### src/design/dsp_pkg.sv
// constants, register map and timing for the dual serial port register block
package dsp_pkg;

   // ***********************************************************
   // register indices and byte addresses
   // ***********************************************************
   localparam int          IDX_SERIAL0_DATA_BUFFER     = 'h99;
   localparam int          IDX_INTERRUPT_ENABLE_SECOND = 'h9a;
   localparam int          IDX_SERIAL1_CONTROL         = 'h9b;
   localparam int          IDX_SERIAL1_DATA            = 'h9c;
   localparam int          IDX_INT_STATUS              = 'ha0;
   localparam int          IDX_INT_MASK                = 'ha1;
   localparam int          ADDR_W                      = 12;
   localparam logic [11:0] ADDR_S0DATA   = 12'(IDX_SERIAL0_DATA_BUFFER * 4);
   localparam logic [11:0] ADDR_IRQEN    = 12'(IDX_INTERRUPT_ENABLE_SECOND * 4);
   localparam logic [11:0] ADDR_S1CTRL   = 12'(IDX_SERIAL1_CONTROL * 4);
   localparam logic [11:0] ADDR_S1DATA   = 12'(IDX_SERIAL1_DATA * 4);
   localparam logic [11:0] ADDR_ISTAT    = 12'(IDX_INT_STATUS * 4);
   localparam logic [11:0] ADDR_IMASK    = 12'(IDX_INT_MASK * 4);

   // ***********************************************************
   // field positions and reset values
   // ***********************************************************
   localparam int          BIT_PORT1_IRQ_ENABLE      = 0;
   localparam int          BIT_PORT1_MODE_SELECT     = 7;
   localparam int          BIT_PORT1_MULTIPROC       = 5;
   localparam int          BIT_PORT1_RECEIVE_ENABLE  = 4;
   localparam int          BIT_PORT1_TX_NINTH        = 3;
   localparam int          BIT_PORT1_RX_NINTH        = 2;
   localparam int          BIT_PORT1_TX_DONE         = 1;
   localparam int          BIT_PORT1_RX_DONE         = 0;
   localparam int          EV_W                      = 4;
   localparam logic [7:0]  RST_BYTE                  = 8'h00;
   localparam logic [3:0]  RST_EVENTS                = 4'h0;
   localparam logic [1:0]  RESP_OKAY                 = 2'h0;
   localparam logic [1:0]  RESP_SLVERR               = 2'h2;

   // ***********************************************************
   // bit timing
   // ***********************************************************
   localparam int          CLK_HZ      = 10_000_000;
   localparam int          BAUD_HZ     = 115_200;
   localparam int          BIT_CYCLES  = CLK_HZ / BAUD_HZ;
   localparam int          HALF_CYCLES = BIT_CYCLES / 2;
   localparam int          CNT_W       = 8;
   localparam logic [7:0]  BIT_LAST    = 8'(BIT_CYCLES - 1);
   localparam logic [7:0]  HALF_LAST   = 8'(HALF_CYCLES - 1);
   localparam logic [3:0]  FRAME_BITS9 = 4'hb;
   localparam logic [3:0]  FRAME_BITS8 = 4'ha;

endpackage

### src/design/dsp_regs.sv
// serial lane engine and the register block for two serial ports
//
// How it works
// - writing port-0 buffer while the transmitter is idle loads the transmit holding byte and starts sending it.
// - reading port-0 buffer returns the receive buffer, never the transmit byte.
// - port 0 sends and receives at the same time, independently.
// - port-0 receiver keeps exactly one received byte beyond the shift path.
// - only enable bit 0 exists; when clear the port-1 interrupt is blocked.
// - port-1 control bit 7 picks mode; in mode A bit 3 is sent as ninth bit.
// - hardware sets port-1 transmit-done flag; only software clears it.
// - hardware sets port-1 receive-done flag; only software clears it.
`timescale 1ns/1ps

module dsp_lane
   import dsp_pkg::*;
(
   input  wire logic       aclk,     // system clock
   input  wire logic       aresetn,  // synchronous reset, active low
   input  wire logic       nine,     // frame carries nine data bits
   input  wire logic       tx_go,    // start sending tx_word
   input  wire logic [8:0] tx_word,  // word to send, bit 8 used when nine
   output logic            tx_busy,  // frame on the line
   output logic            tx_done,  // pulse at the end of the stop bit
   output logic            txd,      // serial out, idle high
   input  wire logic       rxd,      // synchronised serial in
   input  wire logic       rx_en,    // receiver enabled
   output logic            rx_done,  // pulse when a frame has been shifted in
   output logic [8:0]      rx_word,  // received word, bit 8 used when nine
   output logic            rx_stop   // received stop bit
);
   typedef enum logic [1:0] {RX_IDLE, RX_START, RX_DATA} dsp_rx_e;

   logic [10:0]      tx_sh_r;
   logic [CNT_W-1:0] tx_cnt_r;
   logic [3:0]       tx_bits_r;
   dsp_rx_e          rx_st_r;
   logic [CNT_W-1:0] rx_cnt_r;
   logic [3:0]       rx_bits_r;
   logic [9:0]       rx_sh_r;

   assign txd     = tx_sh_r[0];
   assign rx_word = nine ? rx_sh_r[8:0] : {1'b0, rx_sh_r[8:1]};
   assign rx_stop = rx_sh_r[9];

   // ***********************************************************
   // transmitter
   // ***********************************************************
   always_ff @(posedge aclk) begin
      tx_done <= 1'b0;
      if (!aresetn) begin
         tx_sh_r   <= '1;
         tx_cnt_r  <= '0;
         tx_bits_r <= '0;
         tx_busy   <= 1'b0;
      end else if (!tx_busy) begin
         if (tx_go) begin
            tx_sh_r   <= nine ? {1'b1, tx_word, 1'b0} : {2'b11, tx_word[7:0], 1'b0};
            tx_bits_r <= nine ? FRAME_BITS9 : FRAME_BITS8;
            tx_cnt_r  <= '0;
            tx_busy   <= 1'b1;
         end
      end else if (tx_cnt_r == BIT_LAST) begin
         tx_cnt_r  <= '0;
         tx_sh_r   <= {1'b1, tx_sh_r[10:1]};
         tx_bits_r <= tx_bits_r - 4'h1;
         if (tx_bits_r == 4'h1) begin
            tx_busy <= 1'b0;
            tx_done <= 1'b1;
         end
      end else begin
         tx_cnt_r <= tx_cnt_r + 8'h01;
      end
   end

   // ***********************************************************
   // receiver, runs on its own beside the transmitter
   // ***********************************************************
   always_ff @(posedge aclk) begin
      rx_done <= 1'b0;
      if (!aresetn) begin
         rx_st_r   <= RX_IDLE;
         rx_cnt_r  <= '0;
         rx_bits_r <= '0;
         rx_sh_r   <= '0;
      end else if (!rx_en) begin
         rx_st_r <= RX_IDLE;
      end else begin
         case (rx_st_r)
            RX_IDLE: begin
               rx_cnt_r <= '0;
               if (!rxd) begin
                  rx_st_r <= RX_START;
               end
            end
            RX_START: begin
               if (rx_cnt_r == HALF_LAST) begin
                  rx_cnt_r  <= '0;
                  rx_bits_r <= nine ? FRAME_BITS9 - 4'h1 : FRAME_BITS8 - 4'h1;
                  rx_st_r   <= rxd ? RX_IDLE : RX_DATA;
               end else begin
                  rx_cnt_r <= rx_cnt_r + 8'h01;
               end
            end
            RX_DATA: begin
               if (rx_cnt_r == BIT_LAST) begin
                  rx_cnt_r  <= '0;
                  rx_sh_r   <= {rxd, rx_sh_r[9:1]};
                  rx_bits_r <= rx_bits_r - 4'h1;
                  if (rx_bits_r == 4'h1) begin
                     rx_done <= 1'b1;
                     rx_st_r <= RX_IDLE;
                  end
               end else begin
                  rx_cnt_r <= rx_cnt_r + 8'h01;
               end
            end
            default: begin
               rx_st_r <= RX_IDLE;
            end
         endcase
      end
   end
endmodule

module dsp_regs
   import dsp_pkg::*;
(
   input  wire logic              aclk,          // system clock, 10 MHz
   input  wire logic              aresetn,       // synchronous reset, active low
   input  wire logic [ADDR_W-1:0] s_axi_awaddr,  // write address
   input  wire logic              s_axi_awvalid, // write address valid
   output logic                   s_axi_awready, // write address ready
   input  wire logic [31:0]       s_axi_wdata,   // write data
   input  wire logic [3:0]        s_axi_wstrb,   // byte enables
   input  wire logic              s_axi_wvalid,  // write data valid
   output logic                   s_axi_wready,  // write data ready
   output logic [1:0]             s_axi_bresp,   // write response
   output logic                   s_axi_bvalid,  // write response valid
   input  wire logic              s_axi_bready,  // write response ready
   input  wire logic [ADDR_W-1:0] s_axi_araddr,  // read address
   input  wire logic              s_axi_arvalid, // read address valid
   output logic                   s_axi_arready, // read address ready
   output logic [31:0]            s_axi_rdata,   // read data
   output logic [1:0]             s_axi_rresp,   // read response
   output logic                   s_axi_rvalid,  // read data valid
   input  wire logic              s_axi_rready,  // read data ready
   output logic                   serial0_txd,   // port 0 serial out
   input  wire logic              serial0_rxd,   // port 0 serial in, asynchronous
   output logic                   serial1_txd,   // port 1 serial out
   input  wire logic              serial1_rxd,   // port 1 serial in, asynchronous
   output logic                   port1_irq,     // port 1 interrupt request
   output logic                   irq            // masked event interrupt, level
);
   logic            wr_go, rd_go, wr_hit, rd_hit;
   logic            wr_s0data, wr_irqen, wr_s1ctrl, wr_s1data, wr_istat, wr_imask;
   logic [1:0]      rx0_sync_r, rx1_sync_r;
   logic [7:0]      s0_tx_hold_r, s0_rx_buf_r, s1_rx_buf_r;
   logic            port1_irq_enable_r;
   logic            port1_mode_select_r, port1_multiproc_enable_r;
   logic            port1_receive_enable_r, port1_tx_ninth_bit_r, port1_rx_ninth_bit_r;
   logic            port1_tx_done_flag_r, port1_rx_done_flag_r;
   logic [EV_W-1:0] int_status_r, int_mask_r, events;
   logic            tx0_busy, tx0_done, rx0_done;
   logic            tx1_busy, tx1_done, rx1_done, rx1_stop, rx1_accept, nine1;
   logic [8:0]      rx0_word, rx1_word, tx1_word;
   logic [7:0]      serial1_control;

   // ***********************************************************
   // axi4-lite slave
   // ***********************************************************
   assign wr_go         = s_axi_awvalid && s_axi_wvalid && !s_axi_bvalid;
   assign s_axi_awready = wr_go;
   assign s_axi_wready  = wr_go;
   assign s_axi_arready = !s_axi_rvalid;
   assign rd_go         = s_axi_arvalid && !s_axi_rvalid;
   assign wr_hit = s_axi_awaddr inside {ADDR_S0DATA, ADDR_IRQEN, ADDR_S1CTRL,
                                        ADDR_S1DATA, ADDR_ISTAT, ADDR_IMASK};
   assign rd_hit = s_axi_araddr inside {ADDR_S0DATA, ADDR_IRQEN, ADDR_S1CTRL,
                                        ADDR_S1DATA, ADDR_ISTAT, ADDR_IMASK};
   assign wr_s0data = wr_go && s_axi_wstrb[0] && (s_axi_awaddr == ADDR_S0DATA);
   assign wr_irqen  = wr_go && s_axi_wstrb[0] && (s_axi_awaddr == ADDR_IRQEN);
   assign wr_s1ctrl = wr_go && s_axi_wstrb[0] && (s_axi_awaddr == ADDR_S1CTRL);
   assign wr_s1data = wr_go && s_axi_wstrb[0] && (s_axi_awaddr == ADDR_S1DATA);
   assign wr_istat  = wr_go && s_axi_wstrb[0] && (s_axi_awaddr == ADDR_ISTAT);
   assign wr_imask  = wr_go && s_axi_wstrb[0] && (s_axi_awaddr == ADDR_IMASK);
   assign serial1_control = {port1_mode_select_r, 1'b0, port1_multiproc_enable_r,
                             port1_receive_enable_r, port1_tx_ninth_bit_r,
                             port1_rx_ninth_bit_r, port1_tx_done_flag_r,
                             port1_rx_done_flag_r};

   always_ff @(posedge aclk) begin
      if (!aresetn) begin
         s_axi_bvalid <= 1'b0;
         s_axi_bresp  <= RESP_OKAY;
      end else if (wr_go) begin
         s_axi_bvalid <= 1'b1;
         s_axi_bresp  <= wr_hit ? RESP_OKAY : RESP_SLVERR;
      end else if (s_axi_bready) begin
         s_axi_bvalid <= 1'b0;
      end
   end

   always_ff @(posedge aclk) begin
      if (!aresetn) begin
         s_axi_rvalid <= 1'b0;
         s_axi_rresp  <= RESP_OKAY;
         s_axi_rdata  <= '0;
      end else if (rd_go) begin
         s_axi_rvalid <= 1'b1;
         s_axi_rresp  <= rd_hit ? RESP_OKAY : RESP_SLVERR;
         case (s_axi_araddr)
            ADDR_S0DATA: s_axi_rdata <= {24'h0, s0_rx_buf_r};
            ADDR_IRQEN:  s_axi_rdata <= {31'h0, port1_irq_enable_r};
            ADDR_S1CTRL: s_axi_rdata <= {24'h0, serial1_control};
            ADDR_S1DATA: s_axi_rdata <= {24'h0, s1_rx_buf_r};
            ADDR_ISTAT:  s_axi_rdata <= {28'h0, int_status_r};
            ADDR_IMASK:  s_axi_rdata <= {28'h0, int_mask_r};
            default:     s_axi_rdata <= '0;
         endcase
      end else if (s_axi_rready) begin
         s_axi_rvalid <= 1'b0;
      end
   end

   // ***********************************************************
   // line input synchronisers
   // ***********************************************************
   always_ff @(posedge aclk) begin
      if (!aresetn) begin
         rx0_sync_r <= 2'h3;
         rx1_sync_r <= 2'h3;
      end else begin
         rx0_sync_r <= {rx0_sync_r[0], serial0_rxd};
         rx1_sync_r <= {rx1_sync_r[0], serial1_rxd};
      end
   end

   // ***********************************************************
   // serial port 0
   // ***********************************************************
   dsp_lane u_lane0 (
      .aclk    (aclk),
      .aresetn (aresetn),
      .nine    (1'b0),
      .tx_go   (wr_s0data),
      .tx_word ({1'b0, s_axi_wdata[7:0]}),
      .tx_busy (tx0_busy),
      .tx_done (tx0_done),
      .txd     (serial0_txd),
      .rxd     (rx0_sync_r[1]),
      .rx_en   (1'b1),
      .rx_done (rx0_done),
      .rx_word (rx0_word),
      .rx_stop ()
   );

   always_ff @(posedge aclk) begin
      if (!aresetn) begin
         s0_tx_hold_r <= RST_BYTE;
         s0_rx_buf_r  <= RST_BYTE;
      end else begin
         if (wr_s0data && !tx0_busy) begin
            s0_tx_hold_r <= s_axi_wdata[7:0];
         end
         if (rx0_done) begin
            s0_rx_buf_r <= rx0_word[7:0];
         end
      end
   end

   // ***********************************************************
   // serial port 1
   // ***********************************************************
   assign nine1    = !port1_mode_select_r;
   assign tx1_word = {port1_tx_ninth_bit_r, s_axi_wdata[7:0]};
   assign rx1_accept = rx1_done && port1_receive_enable_r &&
                       (!port1_multiproc_enable_r || (nine1 ? rx1_word[8] : rx1_stop));

   dsp_lane u_lane1 (
      .aclk    (aclk),
      .aresetn (aresetn),
      .nine    (nine1),
      .tx_go   (wr_s1data),
      .tx_word (tx1_word),
      .tx_busy (tx1_busy),
      .tx_done (tx1_done),
      .txd     (serial1_txd),
      .rxd     (rx1_sync_r[1]),
      .rx_en   (port1_receive_enable_r),
      .rx_done (rx1_done),
      .rx_word (rx1_word),
      .rx_stop (rx1_stop)
   );

   always_ff @(posedge aclk) begin
      if (!aresetn) begin
         s1_rx_buf_r <= RST_BYTE;
      end else begin
         if (rx1_accept) begin
            s1_rx_buf_r <= rx1_word[7:0];
         end
      end
   end

   always_ff @(posedge aclk) begin
      if (!aresetn) begin
         port1_mode_select_r      <= 1'b0;
         port1_multiproc_enable_r <= 1'b0;
         port1_receive_enable_r   <= 1'b0;
         port1_tx_ninth_bit_r     <= 1'b0;
         port1_rx_ninth_bit_r     <= 1'b0;
         port1_tx_done_flag_r     <= 1'b0;
         port1_rx_done_flag_r     <= 1'b0;
         port1_irq_enable_r       <= 1'b0;
      end else begin
         if (wr_irqen) begin
            port1_irq_enable_r <= s_axi_wdata[BIT_PORT1_IRQ_ENABLE];
         end
         if (wr_s1ctrl) begin
            port1_mode_select_r      <= s_axi_wdata[BIT_PORT1_MODE_SELECT];
            port1_multiproc_enable_r <= s_axi_wdata[BIT_PORT1_MULTIPROC];
            port1_receive_enable_r   <= s_axi_wdata[BIT_PORT1_RECEIVE_ENABLE];
            port1_tx_ninth_bit_r     <= s_axi_wdata[BIT_PORT1_TX_NINTH];
            port1_rx_ninth_bit_r     <= s_axi_wdata[BIT_PORT1_RX_NINTH];
         end
         if (rx1_accept) begin
            port1_rx_ninth_bit_r <= nine1 ? rx1_word[8] : rx1_stop;
         end
         // hardware set wins over a software clear in the same cycle
         port1_tx_done_flag_r <= tx1_done ||
            (wr_s1ctrl ? s_axi_wdata[BIT_PORT1_TX_DONE] : port1_tx_done_flag_r);
         port1_rx_done_flag_r <= rx1_accept ||
            (wr_s1ctrl ? s_axi_wdata[BIT_PORT1_RX_DONE] : port1_rx_done_flag_r);
      end
   end

   assign port1_irq = port1_irq_enable_r &&
                      (port1_tx_done_flag_r || port1_rx_done_flag_r);

   // ***********************************************************
   // event status and mask
   // ***********************************************************
   assign events = {rx1_accept, tx1_done, rx0_done, tx0_done};

   always_ff @(posedge aclk) begin
      if (!aresetn) begin
         int_status_r <= RST_EVENTS;
         int_mask_r   <= RST_EVENTS;
      end else begin
         int_status_r <= events | (int_status_r &
                         ~(wr_istat ? s_axi_wdata[EV_W-1:0] : RST_EVENTS));
         if (wr_imask) begin
            int_mask_r <= s_axi_wdata[EV_W-1:0];
         end
      end
   end

   assign irq = |(int_status_r & int_mask_r);
endmodule

### config.mk
export PLATFORM = sky130hd
export DESIGN_NAME = dsp_regs
export DESIGN_NICKNAME = d
export VERILOG_FILES = /design/src/design/dsp_pkg.sv /design/src/design/dsp_regs.sv
export SDC_FILE = /design/constraint.sdc
export NUM_CORES = 1
export LEC_CHECK = 0
export ABC_AREA = 1
export BUFFER_PORTS_ARGS = -buffer_cell sky130_fd_sc_hd__buf_4
export CAP_MARGIN = 20
export CORE_ASPECT_RATIO = 1.25
export CORE_MARGIN = 2
export CORE_UTILIZATION = 42
export DETAILED_ROUTE_END_ITERATION = 8
export PLACE_DENSITY = 0.65
export SYNTH_ARGS = -nofsm -noshare
export SYNTH_HDL_FRONTEND = slang
export SYNTH_SLANG_ARGS = --single-unit
### constraint.sdc
create_clock -name aclk -period 1.3 [get_ports aclk]
set_input_delay 0.065 -clock aclk [delete_from_list [all_inputs] [get_ports aclk]]
set_output_delay 0.065 -clock aclk [all_outputs]
set_load 0.02 [all_outputs]
# Yosys cells after proc, flatten, opt, wreduce, memory -nomap -nowiden
# Cells that the tools add are included.
dict set report classes {
  add_sub_neg 8
  n_eq_ne 36
  n_mux 71
  bitwise_logic 4
  n_reduce_logical 48
}
# cell count
set op_table {}
lappend op_table {{$eq A12 B10 Y1 const B} 12}
lappend op_table {{$mux W8} 10}
lappend op_table {{$mux W11} 6}
lappend op_table {{$pmux W8 S3} 2}
lappend op_table {{$pmux W8 S6} 1}
lappend op_table {{$mux W4} 11}
lappend op_table {{$add A8 B1 Y8 const B} 4}
lappend op_table {{$eq A8 B7 Y1 const B} 4}
lappend op_table {{$mux W2} 13}
lappend op_table {{$mux W1} 22}
lappend op_table {{$eq A4 B1 Y1 const B} 4}
lappend op_table {{$eq A8 B6 Y1 const B} 2}
lappend op_table {{$pmux W4 S2} 2}
lappend op_table {{$reduce_and A4 Y1} 4}
lappend op_table {{$sub A4 B1 Y4 const B} 4}
lappend op_table {{$reduce_and A3 Y1} 5}
lappend op_table {{$reduce_bool A2 Y1} 7}
lappend op_table {{$logic_and A1 B1 Y1} 13}
lappend op_table {{$ne A2 B1 Y1 const B} 6}
lappend op_table {{$pmux W2 S3} 2}
lappend op_table {{$reduce_bool A6 Y1} 2}
lappend op_table {{$mux W10} 1}
lappend op_table {{$reduce_and A2 Y1} 5}
lappend op_table {{$mux W9} 1}
lappend op_table {{other kinds (11)} 24}
dict set report totals {
  regBits 174
  inputBits 69
  output_inout_bits 45
  elab_cells 206
}

# Longest topological paths before layout
dict set report depth {
  depth_word 8
  mapped_depth 12
  depth_no_buf 12
}

# Modules after synthesis
# A second synthesis with hierarchy kept.
dict set report unflattened {
  cells_unflattened 1160
  area_unflattened_um2 7941.4
}
# mod n_inst cells_each area_per_inst_um2 seq_area_each_um2
set modules_own_cells {}
lappend modules_own_cells {{dsp_lane at u_lane1} 1 399 2693.8 980.9}
lappend modules_own_cells {dsp_regs 1 389 2651.3 960.9}
lappend modules_own_cells {{dsp_lane at u_lane0} 1 372 2596.2 980.9}

# Worst setup path before layout
# Ideal clock, no wire load.
dict set report synth_timing {
  path_kind {register to register}
  startpoint {register s_axi_bvalid}
  endpoint {register u_lane0.tx_sh_r[7]}
  setup_ns 0.142
  arrival_ns 1.393
  required_time_ns 1.158
  slack_ns -0.234
  stages_incl_launch_ff 10
  path_buffers 1
  period_less_slack_ns 1.534
  path_cell_list {dfxtp_1 > nor2_4 > nand2_2 > clkinv_2 > nand3_2 > nand2_4 > nand2_4 > buf_6 > nand2_1 > o211ai_2}
}
dict set report synth_via {
  elab_chain_cells 6
}
# item line_no
set synth_rtl {}
lappend synth_rtl {{from (decl)} dsp_regs.sv:138} ;# output logic s_axi_bvalid,
lappend synth_rtl {{from (signal assigned)} dsp_regs.sv:193} ;# s_axi_bvalid <= 1'b0;
lappend synth_rtl {{from (signal assigned)} dsp_regs.sv:196} ;# s_axi_bvalid <= 1'b1;
lappend synth_rtl {{from (signal assigned)} dsp_regs.sv:199} ;# s_axi_bvalid <= 1'b0;
lappend synth_rtl {{$logic_not A1 Y1} dsp_regs.sv:171} ;# assign wr_go = s_axi_awvalid && s_axi_wvalid && !s_axi_bvalid;
lappend synth_rtl {{$logic_and A1 B1 Y1} dsp_regs.sv:171}
lappend synth_rtl {{named net s_axi_awready} dsp_regs.sv:132} ;# output logic s_axi_awready,
lappend synth_rtl {{$logic_and A1 B1 Y1 (2 in series)} dsp_regs.sv:180} ;# assign wr_s0data = wr_go && s_axi_wstrb[0] && (s_axi_awaddr == ADDR_S0DATA);
lappend synth_rtl {{$reduce_bool A2 Y1 (no source line)} --}
lappend synth_rtl {{$reduce_and A2 Y1 (no source line)} --}
lappend synth_rtl {{to (signal assigned)} dsp_regs.sv:57} ;# tx_sh_r <= nine ? {1'b1, tx_word, 1'b0} : {2'b11, tx_word[7:0], 1'b0};
lappend synth_rtl {{to (signal assigned)} dsp_regs.sv:64} ;# tx_sh_r <= {1'b1, tx_sh_r[10:1]};
lappend synth_rtl {{to (decl)} dsp_regs.sv:33} ;# logic [10:0] tx_sh_r;
# The timed path passes the listed nets, and every way through them passes these cells.
# A chain may end at the register's enable or synchronous reset.

# Worst setup path after layout
dict set report layout_timing {
  startpoint {register u_lane0.rx_cnt_r[1]}
  endpoint {register u_lane0.rx_cnt_r[7]}
}
dict set report layout_via {
  elab_chain_cells 3
  elab_cells_between_ends 6
  cone_classes {add/sub: 1; eq/ne: 2; mux: 3}
}
# item line_no
set layout_rtl {}
lappend layout_rtl {{from (decl)} dsp_regs.sv:37} ;# logic [CNT_W-1:0] rx_cnt_r;
lappend layout_rtl {{from (signal assigned)} dsp_regs.sv:101} ;# rx_cnt_r <= rx_cnt_r + 8'h01;
lappend layout_rtl {{from (signal assigned)} dsp_regs.sv:114} ;# rx_cnt_r <= rx_cnt_r + 8'h01;
lappend layout_rtl {{$add A8 B1 Y8, or another cell as far along} {dsp_regs.sv:101, dsp_regs.sv:114}}
lappend layout_rtl {{$mux W8, on equally long branches} {dsp_regs.sv:105, dsp_regs.sv:96}}
lappend layout_rtl {{$pmux W8 S3 (*)} dsp_regs.sv:88} ;# case (rx_st_r)
# Every way passes the cells marked *; elsewhere a longest branch is shown, timed or not.

==> results.tsv <==
metric	value	unit
Critical Path AT	1.80	ns
TritonRoute pass-1 iters	5	
share of layout cells above drive strength 1	0.395	
Period Utilization, post-route	1.14	
CP max stage cell	dfxtp_2	
Core Util, Final	0.610	
sequential area share after synthesis	0.391	
area of the die	18600	um2
global-route wire length before repair	30.6	mm
Tmin final	1.48	ns
crit path from	u_lane0.rx_cnt_r[1]$_SDFFE_PN0P_	
reg-to-reg startpoint	u_lane0.rx_cnt_r[1]$_SDFFE_PN0P_	
most common cell after layout, fill and taps aside	nand2_1	
n_diodes	0	
clock sink count	144	
Worst Setup Start Kind	flop	
Worst Path Buf+Inv	2	
RSZ-0062 raised after global routing	yes	
Pleak	0.00432	uW
EDFF count, synth	0	
TritonCTS clock tree	yes	
Hold Startpoint	s_axi_wdata[0]	
clock latency on the worst-skew pair	0.43	ns
post-route cell area	10600	um2
Crit path max-delay family	simple AND/OR/NAND/NOR gates	
endpoints failing hold	0	
number of synthesized register bits	144	
CTS Buffer Depth	2	
Hold Path Depth	3	
most frequent cells in the layout	nand2_1, buf_4, dfxtp_1, inv_1, a21oi_1	
# DRC	0	
clock-pin transition on the worst setup and hold timing paths	0.06	ns
Mapped Cells	1032	
final worst slack	-0.184	ns
CTS Buf Count	17	
via/cell ratio	4.98	
Max VDD drop	0.813	mV
Total GRT Usage	0.200	
Vert. Die Dim	152	um
Core ar.	17400	um2
top post-synthesis cells by area	dfxtp_1, nand2_1, nand3_1	
Rows	54	
initial antenna violation count	0	
worst r2r path cells	11	
DR WL/cell	13.1	um
WS Path Type	reg -> reg	
Detailed Place HPWL	12.5	mm
DP Area	8760	um2
Port Buffers	60	
vias	7269	
Setup violations, final	89	
area growth from synthesis to layout	43.5	%
failing checks	setup timing	
pin count of the biggest net entering global routing	39	
critical-path cell list	inv_2, ha_4, nand2_4, nor3_4, nand2_1, nand2_1, nand2_2, inv_2, nor2_4, o21ai_4, nor2_1	
num ports	114	
status	finished, violations left	
Fillers	1551	
skew final	0.00730	ns
Yosys top cell area share	0.391	
Async S/R FF share, synth	0	
drt total wl	19.1	mm
crit-path max cell delay	0.32	ns
max-slew violations	0	
worst min-delay path class	in -> reg	
count of unique library cells instantiated by Yosys	47	
pre-CTS WS	-0.231	ns
worst-path maximum fanout	6	
Cell Area, Synth	7380	um2
Ys Warns	0	
Syn Area/Cell	7.15	um2
dominant synthesized flop cell	dfxtp_1	
nets	1318	
CP Depth	11	
Worst Setup End Kind	flop	
Max Freq	0.674	GHz
cell taking the most area after synthesis	dfxtp_1	
root buf cell	clkbuf_16	
Initial Utilization	0.425	
antenna viol nets, final	0	
cell area power density	945	nW/um2
H-tree Lvls	4	
First DRT Iteration DRCs	307	
grt ovf	0	
chip width	123	um
vias in the first global route	6814	
GPL Wtd Cong	0.836	
Max-Cap Viols	0	
Worst EP required	1.61	ns
## synthesized netlist by cell type, types with 2 or more instances
| cell type | count |
|---|---|
| xnor2_1 | 4 |
| dfxtp_1 | 144 |
| mux2i_1 | 3 |
| o211ai_2 | 7 |
| nor3_1 | 13 |
| or2_2 | 9 |
| buf_6 | 3 |
| nor2_1 | 78 |
| nand2_2 | 5 |
| o21ai_1 | 14 |
| nand3b_1 | 2 |
| ha_1 | 26 |
| a21oi_1 | 87 |
| a31oi_1 | 8 |
| nand3_1 | 89 |
| inv_1 | 106 |
| buf_2 | 7 |
| nand2_4 | 3 |
| nor3_4 | 2 |
| nand4_1 | 15 |
| xor2_1 | 9 |
| o211ai_1 | 2 |
| nand2_1 | 238 |
| o21a_1 | 3 |
| a21oi_2 | 2 |
| nor2_2 | 6 |
| clkinv_1 | 2 |
| clkbuf_1 | 17 |
| buf_1 | 2 |
| nor2_4 | 5 |
| nor3_2 | 3 |
| a22oi_1 | 2 |
| buf_4 | 28 |
| o21ai_0 | 63 |
| nand3_2 | 4 |
| inv_2 | 10 |
## metrics by stage
| stage | hold slack [ns] | std cells | total power, uW | setup TNS, ns |
|---|---|---|---|---|
| floorplan | 0.172 | 1057 | 5090 | -2.66 |
| global placement | 0.252 | 1389 | 5320 | -6.92 |
| detailed placement | 0.257 | 1389 | 5330 | -9.40 |
| CTS | 0.000594 | 1445 | 9980 | -4.62 |
| global route | 0.0465 | 1460 | 10300 | -16.06 |
| finish | 0.00863 | 1460 | 10000 | -8.07 |
## sequential cells by signal (all words and copies together), names as in the netlist, 8 cells and up
name / count
s0_rx_buf_r: 8
s1_rx_buf_r: 8
s_axi_rdata: 8
u_lane0.rx_cnt_r: 8
u_lane0.rx_sh_r: 9
u_lane0.tx_cnt_r: 8
u_lane0.tx_sh_r: 9
u_lane1.rx_cnt_r: 8
u_lane1.rx_sh_r: 10
u_lane1.tx_cnt_r: 8
u_lane1.tx_sh_r: 10
## worst reg2reg max path: stages (launching register included)
cell     delay, ns
dfxtp_2       0.32
inv_2         0.06
ha_4          0.13
nand2_4       0.05
nor3_4        0.13
nand2_1       0.08
nand2_1       0.10
nand2_2       0.09
inv_2         0.09
nor2_4        0.05
o21ai_4       0.20
nor2_1        0.07
## metal layers
layer	part of all wire	GRT usage	wire, um	up-vias
met2	0.52	0.351	9870	119
met1	0.44	0.246	8360	3404
met4	0.013	0.0608	249	0
met3	0.030	0.0378	573	25
met5	0	0	0	-
li1	-	-	-	3721
## report_power, final
part           leakage (uW)  internal, uW  switching (uW)
logic               0.00287           352             534
clock network      0.000269          2710            1930
registers           0.00118          4450            27.0
## final timing paths
kind / end / slack, ns
max: u_lane0.rx_cnt_r[7]$_SDFFE_PN0P_ / -0.18
min: int_mask_r[0]$_SDFFE_PN0P_ / 0.009
max reg2reg: u_lane0.rx_cnt_r[7]$_SDFFE_PN0P_ / -0.18
min reg2reg: rx1_sync_r[1]$_SDFF_PN1_ / 0.41
## logic make-up after synthesis
| group | share of synthesized area |
|---|---|
| AO/OA/AOI/OAI | 0.145 |
| multiplexers | 0.00407 |
| AND/OR/NAND/NOR | 0.292 |
| flip-flops | 0.391 |
| adder cells (fa/ha/maj) | 0.0441 |
| XOR/XNOR | 0.0154 |
| buffers and inverters | 0.108 |
| other | 0.000508 |
## layout make-up
cell class / instances / area, um2 / area share
clock inverters: 11 / 88.8 / 0.00839
multi-input cells: 743 / 4730 / 0.447
repair buffers: 197 / 1620 / 0.153
well taps: 224 / 280 / 0.0265
clock buffers: 21 / 460 / 0.0435
flip-flops and latches: 144 / 2920 / 0.276
inverters: 119 / 479 / 0.0453
repair inverters: 1 / 7.51 / 0.000709
## what timing repair did
action,4_1_cts,5_1_grt
endpoints found under the hold margin,21,0
endpoints found under the setup margin,100,115
hold buffers,12,0
setup buffers,7,12
pin swaps,37,57
gates cloned,5,3
gates resized for setup,122,159
(Power assumes the default switching activity.)
